### src/core/ahp_pkg.sv
// Purpose: shared constants and types for the converter host port
// Assumes: one clock, sys_clk at 250 MHz
// Notes: cycle counts are in sequencer steps of one sys_clk each
package ahp_pkg;
    localparam int unsigned RES_W = 12;
    localparam int unsigned BUS_W = 8;
    localparam logic [7:0] CONV_CYCLES = 8'd17;
    localparam logic [7:0] CAL_CYCLES = 8'd168;
    localparam logic [7:0] PRE_CYCLES = 8'd5;
    localparam logic [7:0] MSB_READY_CYCLE = 8'd9;
    localparam int unsigned AUX_HOLD_BIT = 0;
    localparam int unsigned AUX_CALREQ_BIT = 1;
    localparam int unsigned AUX_PIN26_BIT = 2;
    localparam int unsigned STATUS_BIT = 7;
    localparam logic [1:0] AUX_RESET = 2'h0;
    localparam logic [RES_W-1:0] RESULT_RESET = 12'h000;

    typedef enum logic [1:0] {
        AHP_IDLE = 2'b00,
        AHP_CAL = 2'b01,
        AHP_CONV = 2'b11
    } ahp_state_t;

    // host strobes and address lines
    typedef struct packed {
        logic cs_n;
        logic rd_n;
        logic wr_n;
        logic upper_byte_sel;
        logic aux_reg_select;
        logic chan_sel_1;
        logic chan_sel_0;
    } ahp_host_t;

    // output and enable half of the three-signal data bus
    typedef struct packed {
        logic [BUS_W-1:0] dout;
        logic [BUS_W-1:0] doe;
    } ahp_bus_out_t;
endpackage : ahp_pkg

### src/core/ahp_port.sv
// Purpose: host port and conversion sequencing of a 4-channel 12-bit converter
// Assumes: host pins synchronous to sys_clk; comparator decision is an input
// Notes: power-down, power fail and cal error are not modelled
`timescale 1ns/1ps
module ahp_port
    import ahp_pkg::*;
(
    input wire logic sys_clk,
    input wire logic rst,
    input wire ahp_host_t host,
    input wire logic trim_request_n,
    input wire logic [BUS_W-1:0] bus_in,
    input wire logic cmp_decision,
    output ahp_bus_out_t bus,
    output logic busy_n,
    output logic [1:0] analog_channel,
    output logic sample_hold,
    output logic calibrating
);
    ahp_state_t state;
    ahp_state_t next_state;
    logic [7:0] count;
    logic [7:0] next_count;
    logic [1:0] chan;
    logic output_hold_mode_bit;
    logic pin26_function_bit;
    logic cal_cmd;
    logic cal_at_reset;
    logic wr_d;
    logic trig_d;
    logic [RES_W-1:0] sar;
    logic [RES_W-1:0] out_reg;

    // internal strobes from select and read/write
    wire rd_int = ~host.cs_n & ~host.rd_n;
    wire wr_int = ~host.cs_n & ~host.wr_n;
    wire wr_end = wr_d & ~wr_int;
    wire aux_wr = wr_end & host.aux_reg_select & host.upper_byte_sel;
    wire aux_cal = aux_wr & bus_in[AUX_CALREQ_BIT];
    wire trig_rise = pin26_function_bit & trim_request_n & ~trig_d;
    // a written command calibrates at once in idle, once idle again after a conversion; one written in calibration is cleared by it unless in its last cycle
    wire cal_req = (~pin26_function_bit & ~trim_request_n) | cal_cmd | cal_at_reset |
                   aux_cal;
    wire conv_req = wr_end | trig_rise;
    wire in_sar = (state == AHP_CONV) && (count >= PRE_CYCLES);
    wire [3:0] bit_idx = 4'(RES_W - 1 - 32'(count - PRE_CYCLES));
    wire conv_done = (state == AHP_CONV) && (count == CONV_CYCLES - 8'd1);

    // decision applied to the trial bit of the approximation register
    function automatic logic [RES_W-1:0] sar_step(input logic [RES_W-1:0] v,
                                                  input logic [3:0] idx,
                                                  input logic d);
        logic [RES_W-1:0] r;
        r = v;
        r[idx] = d;
        return r;
    endfunction : sar_step

    // sequencer transitions
    always_comb begin
        next_state = state;
        next_count = count + 8'd1;
        case (state)
            AHP_IDLE: begin
                next_count = 8'h00;
                if (cal_req) begin
                    next_state = AHP_CAL;
                end else if (conv_req) begin
                    next_state = AHP_CONV;
                end
            end
            AHP_CAL: begin
                if (count == CAL_CYCLES - 8'd1) begin
                    next_state = AHP_CONV;
                    next_count = 8'h00;
                end
            end
            AHP_CONV: begin
                if (conv_done) begin
                    next_state = AHP_IDLE;
                    next_count = 8'h00;
                end
            end
            default: begin
                next_state = AHP_IDLE;
                next_count = 8'h00;
            end
        endcase
    end

    // state, counter and edge history
    always_ff @(posedge sys_clk) begin
        if (rst) begin
            state <= AHP_IDLE;
            count <= 8'h00;
            wr_d <= 1'b0;
            trig_d <= 1'b1;
        end else begin
            state <= next_state;
            count <= next_count;
            wr_d <= wr_int;
            trig_d <= trim_request_n;
        end
    end

    // channel capture at the end of the write pulse
    always_ff @(posedge sys_clk) begin
        if (rst) begin
            chan <= 2'h0;
        end else if (wr_end) begin
            chan <= {host.chan_sel_1, host.chan_sel_0};
        end
    end

    // aux mode bits and calibration command
    always_ff @(posedge sys_clk) begin
        if (rst) begin
            output_hold_mode_bit <= AUX_RESET[0];
            pin26_function_bit <= AUX_RESET[1];
            cal_cmd <= 1'b0;
            cal_at_reset <= 1'b1;
        end else begin
            if (aux_wr) begin
                output_hold_mode_bit <= bus_in[AUX_HOLD_BIT];
                pin26_function_bit <= bus_in[AUX_PIN26_BIT];
            end
            // command stays pending until calibration runs; a new command wins
            if (aux_cal) begin
                cal_cmd <= 1'b1;
            end else if (state == AHP_CAL) begin
                cal_cmd <= 1'b0;
            end
            if (state == AHP_CAL) begin
                cal_at_reset <= 1'b0;
            end
        end
    end

    // approximation register and output register
    always_ff @(posedge sys_clk) begin
        if (rst) begin
            sar <= RESULT_RESET;
            out_reg <= RESULT_RESET;
        end else begin
            if (state == AHP_IDLE && conv_req) begin
                sar <= RESULT_RESET;
            end else if (in_sar) begin
                sar <= sar_step(sar, bit_idx, cmp_decision);
            end
            if (!output_hold_mode_bit && in_sar) begin
                out_reg <= sar_step(sar, bit_idx, cmp_decision);
            end else if (output_hold_mode_bit && conv_done) begin
                out_reg <= sar_step(sar, bit_idx, cmp_decision);
            end
        end
    end

    // read data selection
    wire [7:0] low_byte = out_reg[7:0];
    wire [7:0] high_byte = {~busy_n, 3'h0, out_reg[11:8]};
    wire [7:0] aux_byte = {~busy_n, 4'h0, pin26_function_bit, calibrating,
                           output_hold_mode_bit};
    wire [7:0] rd_byte = !host.upper_byte_sel ? low_byte :
                         host.aux_reg_select ? aux_byte : high_byte;

    // outputs
    assign bus.dout = rd_byte;
    assign bus.doe = {BUS_W{rd_int}};
    assign busy_n = (state == AHP_IDLE);
    assign analog_channel = chan;
    assign sample_hold = (state == AHP_CONV) && (count >= PRE_CYCLES);
    assign calibrating = (state == AHP_CAL);
endmodule : ahp_port

### config.mk
export PLATFORM = sky130hd
export DESIGN_NAME = ahp_port
export DESIGN_NICKNAME = d
export VERILOG_FILES = /design/src/core/ahp_pkg.sv /design/src/core/ahp_port.sv
export SDC_FILE = /design/constraint.sdc
export NUM_CORES = 1
export LEC_CHECK = 0
export ABC_AREA = 1
export BUFFER_PORTS_ARGS = -buffer_cell sky130_fd_sc_hd__buf_2
export CORE_MARGIN = 2
export CORE_UTILIZATION = 50
export DETAILED_ROUTE_END_ITERATION = 10
export PLACE_DENSITY = 0.83
export SKIP_LAST_GASP = 1
export SYNTH_ARGS = -nofsm -noshare
export SYNTH_HDL_FRONTEND = slang
export SYNTH_SLANG_ARGS = --single-unit
export TNS_END_PERCENT = 100
### constraint.sdc
create_clock -name sys_clk -period 1.85 [get_ports sys_clk]
set_clock_uncertainty 0.15 [all_clocks]
set_input_delay 0.2775 -clock sys_clk [delete_from_list [all_inputs] [get_ports sys_clk]]
set_output_delay 0.2775 -clock sys_clk [all_outputs]
set_load 0.02 [all_outputs]
==> flow_summary.json, run 1 <==
{
  "floorplan.initialDensity": 0.511,
  "power-per-cell-area_nw_per_um2": 653,
  "cts-buffers-inserted": 5,
  "antenna_found_initial": 0,
  "syn_avg_cell_area_um2": 6.38,
  "timing.max_slew.rel_slack": 0.668,
  "place_congestion": 0.853,
  "critical_path_required_ns": 1.42,
  "worst_slack_ns": -0.00312,
  "postSynthCellCount": 371,
  "maxCapViolCount": 0,
  "grt_pass1_vias": 1916,
  "synth.ff_latch_count": 42,
  "total_global_route_track_usage": 0.197,
  "die_h_um": 72.8,
  "ios": 40,
  "layout.core_utilization": 0.598,
  "p_leak_uw": 0.00141,
  "layout_worst_path_cycle_share": 1.00,
  "layout_common_cells": "sky130_fd_sc_hd__nand2_1 (70), sky130_fd_sc_hd__nor2_1 (66), sky130_fd_sc_hd__inv_1 (50), sky130_fd_sc_hd__nand3_1 (46), sky130_fd_sc_hd__dfxtp_1 (40)",
  "synth_cell_types": 26,
  "synth_sequential_area_ratio": 0.355,
  "drive_above_1_share": 0.203,
  "antenna_violating_nets_post_route": 0,
  "cts_tree": "yes",
  "number_of_nets_produced_by_synthesis": 395,
  "fp-row-count": 25,
  "critical_path_class": "register to output port",
  "num-fill-cells": 434,
  "gr_ovfl_total": 0,
  "tightestPinTransition_ns": 0.498,
  "cp-end-kind": "output port",
  "fin_nets": 432,
  "final_max_slew_viol_count": 0,
  "core_area_um2": 4630,
  "firstDrtPassIters": 4,
  "vias_per_cell": 4.99,
  "via_count": 2311,
  "placement.io_buffers": 34,
  "total_power_uw": 1810,
  "worstHoldPathType": "input port to register",
  "synthesis.yosys.warnings": 0,
  "clkTransAtPathRegs_ns": 0.08,
  "rsz0062_at_grt": "true",
  "pin_count_of_the_biggest_net_entering_global_routing": 19,
  "hpwl_reported_at_the_end_of_detailed_placement_mm": 3.71,
  "antenna_cells": 0,
  "drc_errors": 0,
  "grt_first_pass_wirelength_mm": 8.20,
  "timing.final.setup_violations": 1,
  "status": "finished, violations left",
  "root_buffer_master": "sky130_fd_sc_hd__clkbuf_8",
  "finish.instance_area_um2": 2770,
  "avgRoutedWirePerCell_um": 11.3,
  "h-tree-depth": 2,
  "die_w_um": 72.8,
  "vdd.ir_drop.worst_uv": 247,
  "critical_path_peak_fanout": 3,
  "detailed_place.area_um2": 2580,
  "period_needed_ns": 1.85,
  "synth_area_um2": 2370,
  "hold_violations": 0,
  "critPathLaunchType": "register",
  "violations": "negative setup slack",
  "clock_sinks": 42,
  "cts.path.max_buffers": 2,
  "die-area_um2": 5300,
  "fin_hold_ws_ns": 0.00486,
  "area_growth_pct": 17.0,
  "maxClockFrequency_mhz": 540,
  "final_common_cell": "sky130_fd_sc_hd__nand2_1",
  "worst_skew_pair_latency_ns": 0.29,
  "routed_wl_mm": 5.22,
  "cp.arrival_ns": 1.43,
  "detail_route.iter0.violations": 144
}
==> area by class of cell <==
class	count	area (µm²)	share of cell area
Tap cell	54	67.6	0.0244
Timing Repair Buffer	52	312	0.112
Multi-Input combinational cell	251	1230	0.446
Sequential cell	42	843	0.304
Clock inverter	2	12.5	0.00452
Inverter	56	218	0.0786
Clock buffer	6	82.6	0.0298
==> worst paths after layout <==
kind	from	to	slack [ns]	depth (start not counted)
max reg2reg	count[1]$_SDFF_PP0_	sar[8]$_SDFFE_PP0P_	0.09	11
min	host[4]	wr_d$_SDFF_PP0_	0.005	2
max	count[1]$_SDFF_PP0_	sample_hold	-0.003	8
min reg2reg	cal_at_reset$_SDFFE_PP1P_	cal_at_reset$_SDFFE_PP1P_	0.30	2
==> cells by family after synthesis <==
family	after synthesis	synth area share
adder cells (fa/ha/maj)	5	0.0264
flip-flops	42	0.355
multiplexers	1	0.00476
AND/OR/NAND/NOR	205	0.371
buffers and inverters	78	0.151
AO/OA/AOI/OAI	36	0.0777
XOR/XNOR	4	0.0148
==> layer usage <==
metal  up-vias  wire length [µm]  part of all wire  track usage
li1       1229                 -                 -            -
met1      1004              2460              0.47        0.248
met2        68              2380              0.46        0.331
met3        10               277             0.053       0.0470
met4         0               102             0.020       0.0638
met5         -                 0                 0            0
==> power breakdown <==
part | total (µW) | internal, µW | switching, µW
combinational | 261 | 88.9 | 172
clock | 618 | 300 | 318
sequential | 931 | 919 | 12.0
total | 1810 | 1310 | 501
==> cells in the mapped netlist <==
library cell | n | area [µm²]
sky130_fd_sc_hd__a211oi_1 | 1 | 7.51
sky130_fd_sc_hd__a21oi_1 | 17 | 85.1
sky130_fd_sc_hd__a31oi_1 | 1 | 6.26
sky130_fd_sc_hd__buf_2 | 7 | 35.0
sky130_fd_sc_hd__buf_4 | 10 | 75.1
sky130_fd_sc_hd__buf_6 | 2 | 22.5
sky130_fd_sc_hd__clkbuf_1 | 3 | 11.3
sky130_fd_sc_hd__dfxtp_1 | 42 | 841
sky130_fd_sc_hd__ha_1 | 5 | 62.6
sky130_fd_sc_hd__inv_1 | 52 | 195
sky130_fd_sc_hd__inv_2 | 3 | 11.3
sky130_fd_sc_hd__inv_4 | 1 | 6.26
sky130_fd_sc_hd__mux2_2 | 1 | 11.3
sky130_fd_sc_hd__nand2_1 | 73 | 274
sky130_fd_sc_hd__nand3_1 | 48 | 240
sky130_fd_sc_hd__nand4_1 | 9 | 56.3
sky130_fd_sc_hd__nor2_1 | 67 | 251
sky130_fd_sc_hd__nor2_2 | 2 | 12.5
sky130_fd_sc_hd__nor2_4 | 1 | 11.3
sky130_fd_sc_hd__nor3_1 | 2 | 10.0
sky130_fd_sc_hd__nor3b_1 | 2 | 15.0
sky130_fd_sc_hd__o21ai_0 | 15 | 75.1
sky130_fd_sc_hd__o21ai_1 | 2 | 10.0
sky130_fd_sc_hd__or2_2 | 1 | 6.26
sky130_fd_sc_hd__xnor2_1 | 1 | 8.76
sky130_fd_sc_hd__xor2_1 | 3 | 26.3
==> worst max-delay path, stage by stage, from the launching register on <==
cell and delay [ns]:
sky130_fd_sc_hd__dfxtp_2 0.33, sky130_fd_sc_hd__inv_2 0.07, sky130_fd_sc_hd__ha_4 0.14, sky130_fd_sc_hd__inv_2 0.04, sky130_fd_sc_hd__a21oi_2 0.16, sky130_fd_sc_hd__nand3_4 0.12
sky130_fd_sc_hd__nand2_4 0.10, sky130_fd_sc_hd__inv_4 0.04, sky130_fd_sc_hd__buf_6 0.12
==> stage by stage <==
stage / setup TNS, ns / instances / worst slack [ns]
2_1_floorplan: 0 / 371 / 0.150
3_3_place_gp: -0.902 / 453 / -0.0888
3_5_place_dp: -1.40 / 453 / -0.128
4_1_cts: -0.146 / 462 / -0.146
5_1_grt: -0.360 / 463 / -0.111
6_report: -0.00312 / 463 / -0.00312
==> timing repair <==
action / in CTS / in global routing
setup endpoints to repair: 13 / 25
hold buffers: 0 / 0
setup buffers: 1 / 1
resized for setup: 3 / 19
pin swaps: 0 / 2
Note: power is estimated with default switching activity, not from simulation.
==> run 2: changes to the inputs <==
--- a/constraint.sdc
+++ b/constraint.sdc
@@ -4,2 +4,2 @@
 set_output_delay 0.2775 -clock sys_clk [all_outputs]
-set_load 0.02 [all_outputs]
+set_load 0.005 [all_outputs]
==> flow_summary.json, run 2 (same netlist as run 1, synthesis figures left out) <==
{
  "drive_above_1_share": 0.205,
  "critical_path_required_ns": 1.42,
  "critPathLaunchType": "register",
  "maxCapViolCount": 0,
  "worstHoldPathType": "input port to register",
  "final_max_slew_viol_count": 0,
  "antenna_violating_nets_post_route": 0,
  "hold_violations": 0,
  "fin_nets": 433,
  "place_congestion": 0.802,
  "rsz0062_at_grt": "true",
  "gr_ovfl_total": 0,
  "hpwl_reported_at_the_end_of_detailed_placement_mm": 3.74,
  "firstDrtPassIters": 4,
  "p_leak_uw": 0.00141,
  "die_h_um": 72.8,
  "ios": 40,
  "timing.max_slew.rel_slack": 0.779,
  "final_common_cell": "sky130_fd_sc_hd__nand2_1",
  "cp-end-kind": "output port",
  "detailed_place.area_um2": 2560,
  "maxClockFrequency_mhz": 549,
  "fin_hold_ws_ns": 0.0396,
  "avgRoutedWirePerCell_um": 11.7,
  "clock_sinks": 42,
  "cts_tree": "yes",
  "timing.hold.worst.start": "host[6]",
  "drc_errors": 0,
  "h-tree-depth": 2,
  "critical_path_class": "register to output port",
  "detail_route.iter0.violations": 166,
  "crit_path_cell_trace": "buf_4 > ha_1 > nand2_1 > nand3_2 > nand2_2 > inv_4 > buf_2",
  "core_area_um2": 4630,
  "fp-row-count": 25,
  "vdd.ir_drop.worst_uv": 411,
  "cp.arrival_ns": 1.39,
  "floorplan.initialDensity": 0.511,
  "power-per-cell-area_nw_per_um2": 675,
  "finish.instance_area_um2": 2800,
  "period_needed_ns": 1.82,
  "placement.setup.worst_slack_ns": 0.0672,
  "cts.path.max_buffers": 2,
  "routed_wl_mm": 5.43,
  "clkTransAtPathRegs_ns": 0.09,
  "timing.final.setup_violations": 0,
  "total_global_route_track_usage": 0.209,
  "antenna_cells": 0,
  "grt_first_pass_wirelength_mm": 8.71,
  "crit_path_max_incr_delay_ns": 0.32,
  "tightestPinTransition_ns": 0.331,
  "placement.io_buffers": 34,
  "via_count": 2364,
  "grt_pass1_vias": 2090,
  "crit_path_start": "count[0]$_SDFF_PP0_",
  "cts-buffers-inserted": 5,
  "layout_worst_path_cycle_share": 0.984,
  "layout_common_cells": "sky130_fd_sc_hd__nand2_1 (70), sky130_fd_sc_hd__nor2_1 (63), sky130_fd_sc_hd__inv_1 (50), sky130_fd_sc_hd__nand3_1 (46), sky130_fd_sc_hd__dfxtp_1 (41)",
  "root_buffer_master": "sky130_fd_sc_hd__clkbuf_8",
  "area_growth_pct": 18.2,
  "status": "finished clean",
  "die-area_um2": 5300,
  "vias_per_cell": 5.09,
  "r2r_start": "count[0]$_SDFF_PP0_",
  "worst_skew_pair_latency_ns": 0.30,
  "worst_path_max_delay_cell": "sky130_fd_sc_hd__dfxtp_1",
  "pin_count_of_the_biggest_net_entering_global_routing": 16,
  "die_w_um": 72.8,
  "worst_slack_ns": 0.0290,
  "critical_path_peak_fanout": 6,
  "antenna_found_initial": 0
}
## run 2: what timing repair did
| action | CTS | global route |
|---|---|---|
| hold buffers | 1 | 0 |
| buffers inserted | 4 | 1 |
| endpoints found under the setup margin | 1 | 28 |
| hold endpoints to repair | 1 | 0 |
| pin swaps | 3 | 3 |
| resized for setup | 7 | 16 |
| gates cloned | 0 | 1 |
## run 2: worst max-delay path: cells and delay by family (launching register included)
family	cells	cell delay (ns)
DFF	1	0.32
and+or+nand+nor	3	0.27
buffers and inverters	3	0.32
adders and majority gates	1	0.19
## run 2: worst paths after layout
path              slack [ns]                   endpoint  cells past startpoint
setup / recovery        0.03                sample_hold                      7
hold / removal          0.04            wr_d$_SDFF_PP0_                      2
setup reg to reg        0.04    out_reg[4]$_SDFFE_PP0P_                     11
hold reg to reg         0.31  cal_at_reset$_SDFFE_PP1P_                      2
## run 2: per-stage QoR
step | utilization | cells | power (µW) | setup TNS, ns
finish | 0.605 | 464 | 1890 | 0
global route | 0.605 | 464 | 1970 | -0.200
CTS | 0.590 | 462 | 1890 | 0
detailed placement | 0.554 | 449 | 1160 | 0
global placement | 0.554 | 449 | 1160 | 0
floorplan | - | 371 | 1100 | 0
## run 2: area by class of cell
type,count,area (µm²)
fillers,422,1830
multi-input cells,251,1230
flip-flops and latches,42,842
repair buffers,53,335
inverters,56,215
clock buffers,6,72.6
well taps,54,67.6
clock inverters,2,37.5
## run 2: power by group
part	internal (µW)	total, µW	switching (µW)
logic	84.6	231	147
registers	919	932	13.1
clock network	403	727	324
## run 2: per-layer routing
layer | part of all wire | track usage
met5 | 0 | 0
met4 | 0.014 | 0.0679
met3 | 0.050 | 0.0414
met2 | 0.49 | 0.363
met1 | 0.45 | 0.259
==> run 3: changes to the inputs <==
- CTS_BUF_LIST: default -> sky130_fd_sc_hd__clkbuf_8
==> flow_summary.json, run 3 (same netlist as run 1, synthesis figures left out) <==
{
  "critical_path_peak_fanout": 6,
  "timing.max_slew.rel_slack": 0.778,
  "antenna_violating_nets_post_route": 0,
  "antenna_found_initial": 0,
  "fin_hold_ws_ns": 0.0388,
  "layout.core_utilization": 0.605,
  "crit_path_cell_trace": "buf_4 > ha_1 > nand2_1 > nand3_2 > nand2_2 > inv_4 > buf_2",
  "die-area_um2": 5300,
  "root_buffer_master": "sky130_fd_sc_hd__clkbuf_8",
  "cts-buffers-inserted": 5,
  "worstHoldPathType": "input port to register",
  "clkTransAtPathRegs_ns": 0.09,
  "power_switching_share": 0.257,
  "routed_wl_mm": 5.43,
  "status": "finished clean",
  "fp-row-count": 25,
  "tightestPinTransition_ns": 0.331,
  "cp.arrival_ns": 1.39,
  "cts_tree": "yes",
  "grt_first_pass_wirelength_mm": 8.71,
  "share_seq_of_total_power": 0.494,
  "timing.final.setup_violations": 0,
  "comb_power_share": 0.123,
  "period_needed_ns": 1.82,
  "ios": 40,
  "pin_count_of_the_biggest_net_entering_global_routing": 16,
  "placement.io_buffers": 34,
  "total_global_route_track_usage": 0.209,
  "p_leak_uw": 0.00141,
  "place_congestion": 0.802,
  "vdd.ir_drop.worst_uv": 410,
  "hold_violations": 0,
  "core_area_um2": 4630,
  "crit_path_start": "count[0]$_SDFF_PP0_",
  "detail_route.iter0.violations": 180,
  "hpwl_reported_at_the_end_of_detailed_placement_mm": 3.74,
  "grt_pass1_vias": 2090,
  "die_h_um": 72.8,
  "final_max_slew_viol_count": 0,
  "power.clock.fraction": 0.383,
  "power.net_switching_uw": 485,
  "critical_path_required_ns": 1.42,
  "avgRoutedWirePerCell_um": 11.7,
  "clock_sinks": 42,
  "firstDrtPassIters": 4,
  "layout_worst_path_cycle_share": 0.984,
  "detailed_place.area_um2": 2560,
  "drc_errors": 0,
  "area_growth_pct": 18.2,
  "cell_internal_power_uw": 1400,
  "vias_per_cell": 5.08,
  "total_power_uw": 1890,
  "antenna_cells": 0,
  "via_count": 2358,
  "worst_path_max_delay_cell": "sky130_fd_sc_hd__dfxtp_1",
  "fin_setup_tns_ns": 0,
  "critPathLaunchType": "register",
  "layout_common_cells": "sky130_fd_sc_hd__nand2_1 (70), sky130_fd_sc_hd__nor2_1 (63), sky130_fd_sc_hd__inv_1 (51), sky130_fd_sc_hd__nand3_1 (46), sky130_fd_sc_hd__dfxtp_1 (41)",
  "h-tree-depth": 2,
  "cp-end-kind": "output port",
  "rsz0062_at_grt": "true",
  "fin_nets": 433,
  "drive_above_1_share": 0.205,
  "critical_path_class": "register to output port",
  "power-per-cell-area_nw_per_um2": 674,
  "maxCapViolCount": 0,
  "crit_path_max_incr_delay_ns": 0.32,
  "gr_ovfl_total": 0,
  "cts.path.max_buffers": 2,
  "floorplan.initialDensity": 0.511,
  "die_w_um": 72.8,
  "maxClockFrequency_mhz": 549,
  "worst_skew_pair_latency_ns": 0.30,
  "r2r_start": "count[0]$_SDFF_PP0_",
  "timing.hold.worst.start": "host[6]",
  "finish.instance_area_um2": 2800,
  "final_common_cell": "sky130_fd_sc_hd__nand2_1"
}
==> run 3: cell types whose count changed in the layout (fill, tap and decap cells not counted), sizes merged <==
cell    previous run  this run
clkbuf             6         5
inv               56        57
==> run 3: path summary, 6_finish.rpt <==
path                                             endpoint  slack (ns)  cells after the start
worst max-delay path                          sample_hold        0.03                      7
worst min-delay path                      wr_d$_SDFF_PP0_        0.04                      2
worst max register to register    out_reg[4]$_SDFFE_PP0P_        0.04                     11
worst min register to register  cal_at_reset$_SDFFE_PP1P_        0.31                      2
==> run 3: timing repair <==
| action | in CTS | in global routing |
|---|---|---|
| pin swaps | 3 | 3 |
| hold buffers | 1 | 0 |
| endpoints found under the setup margin | 1 | 28 |
| buffers inserted | 4 | 1 |
| gates cloned | 0 | 1 |
| gates resized for setup | 7 | 16 |
| hold endpoints to repair | 1 | 0 |
==> run 3: critical path, delay by kind of cell (launching register included) <==
kind                     cells  cell delay [ns]
flip-flops                   1             0.32
AND/OR/NAND/NOR              3             0.27
buffers and inverters        3             0.32
adder cells (fa/ha/maj)      1             0.19
==> run 3: routing by layer <==
metal	track usage	vias up	wire length, µm
met5	0	-	0
met4	0.0679	0	84
met3	0.0414	8	266
met2	0.363	60	2640
met1	0.259	1061	2440
li1	-	1229	-
==> run 3: through the flow <==
step                      cells  setup WS [ns]
final                       464         0.0300
after global routing        464        -0.0452
after CTS                   462        0.00317
after detailed placement    449         0.0672
after global placement      449          0.106
after floorplan             371          0.150
==> run 3: final cells by class <==
type / instances / area, µm²
inverters: 56 / 215
multi-input cells: 251 / 1230
flip-flops and latches: 42 / 842
repair buffers: 53 / 335
well taps: 54 / 67.6
clock inverters: 3 / 41.3
fillers: 422 / 1830
clock buffers: 5 / 68.8
==> run 3: power groups by stage <==
stage	combinational (µW)	clock, µW	sequential, µW
2_1_floorplan	145	0	951
3_3_place_gp	205	0	950
3_5_place_dp	211	0	951
4_1_cts	218	739	930
5_1_grt	261	774	934
6_report	231	723	932
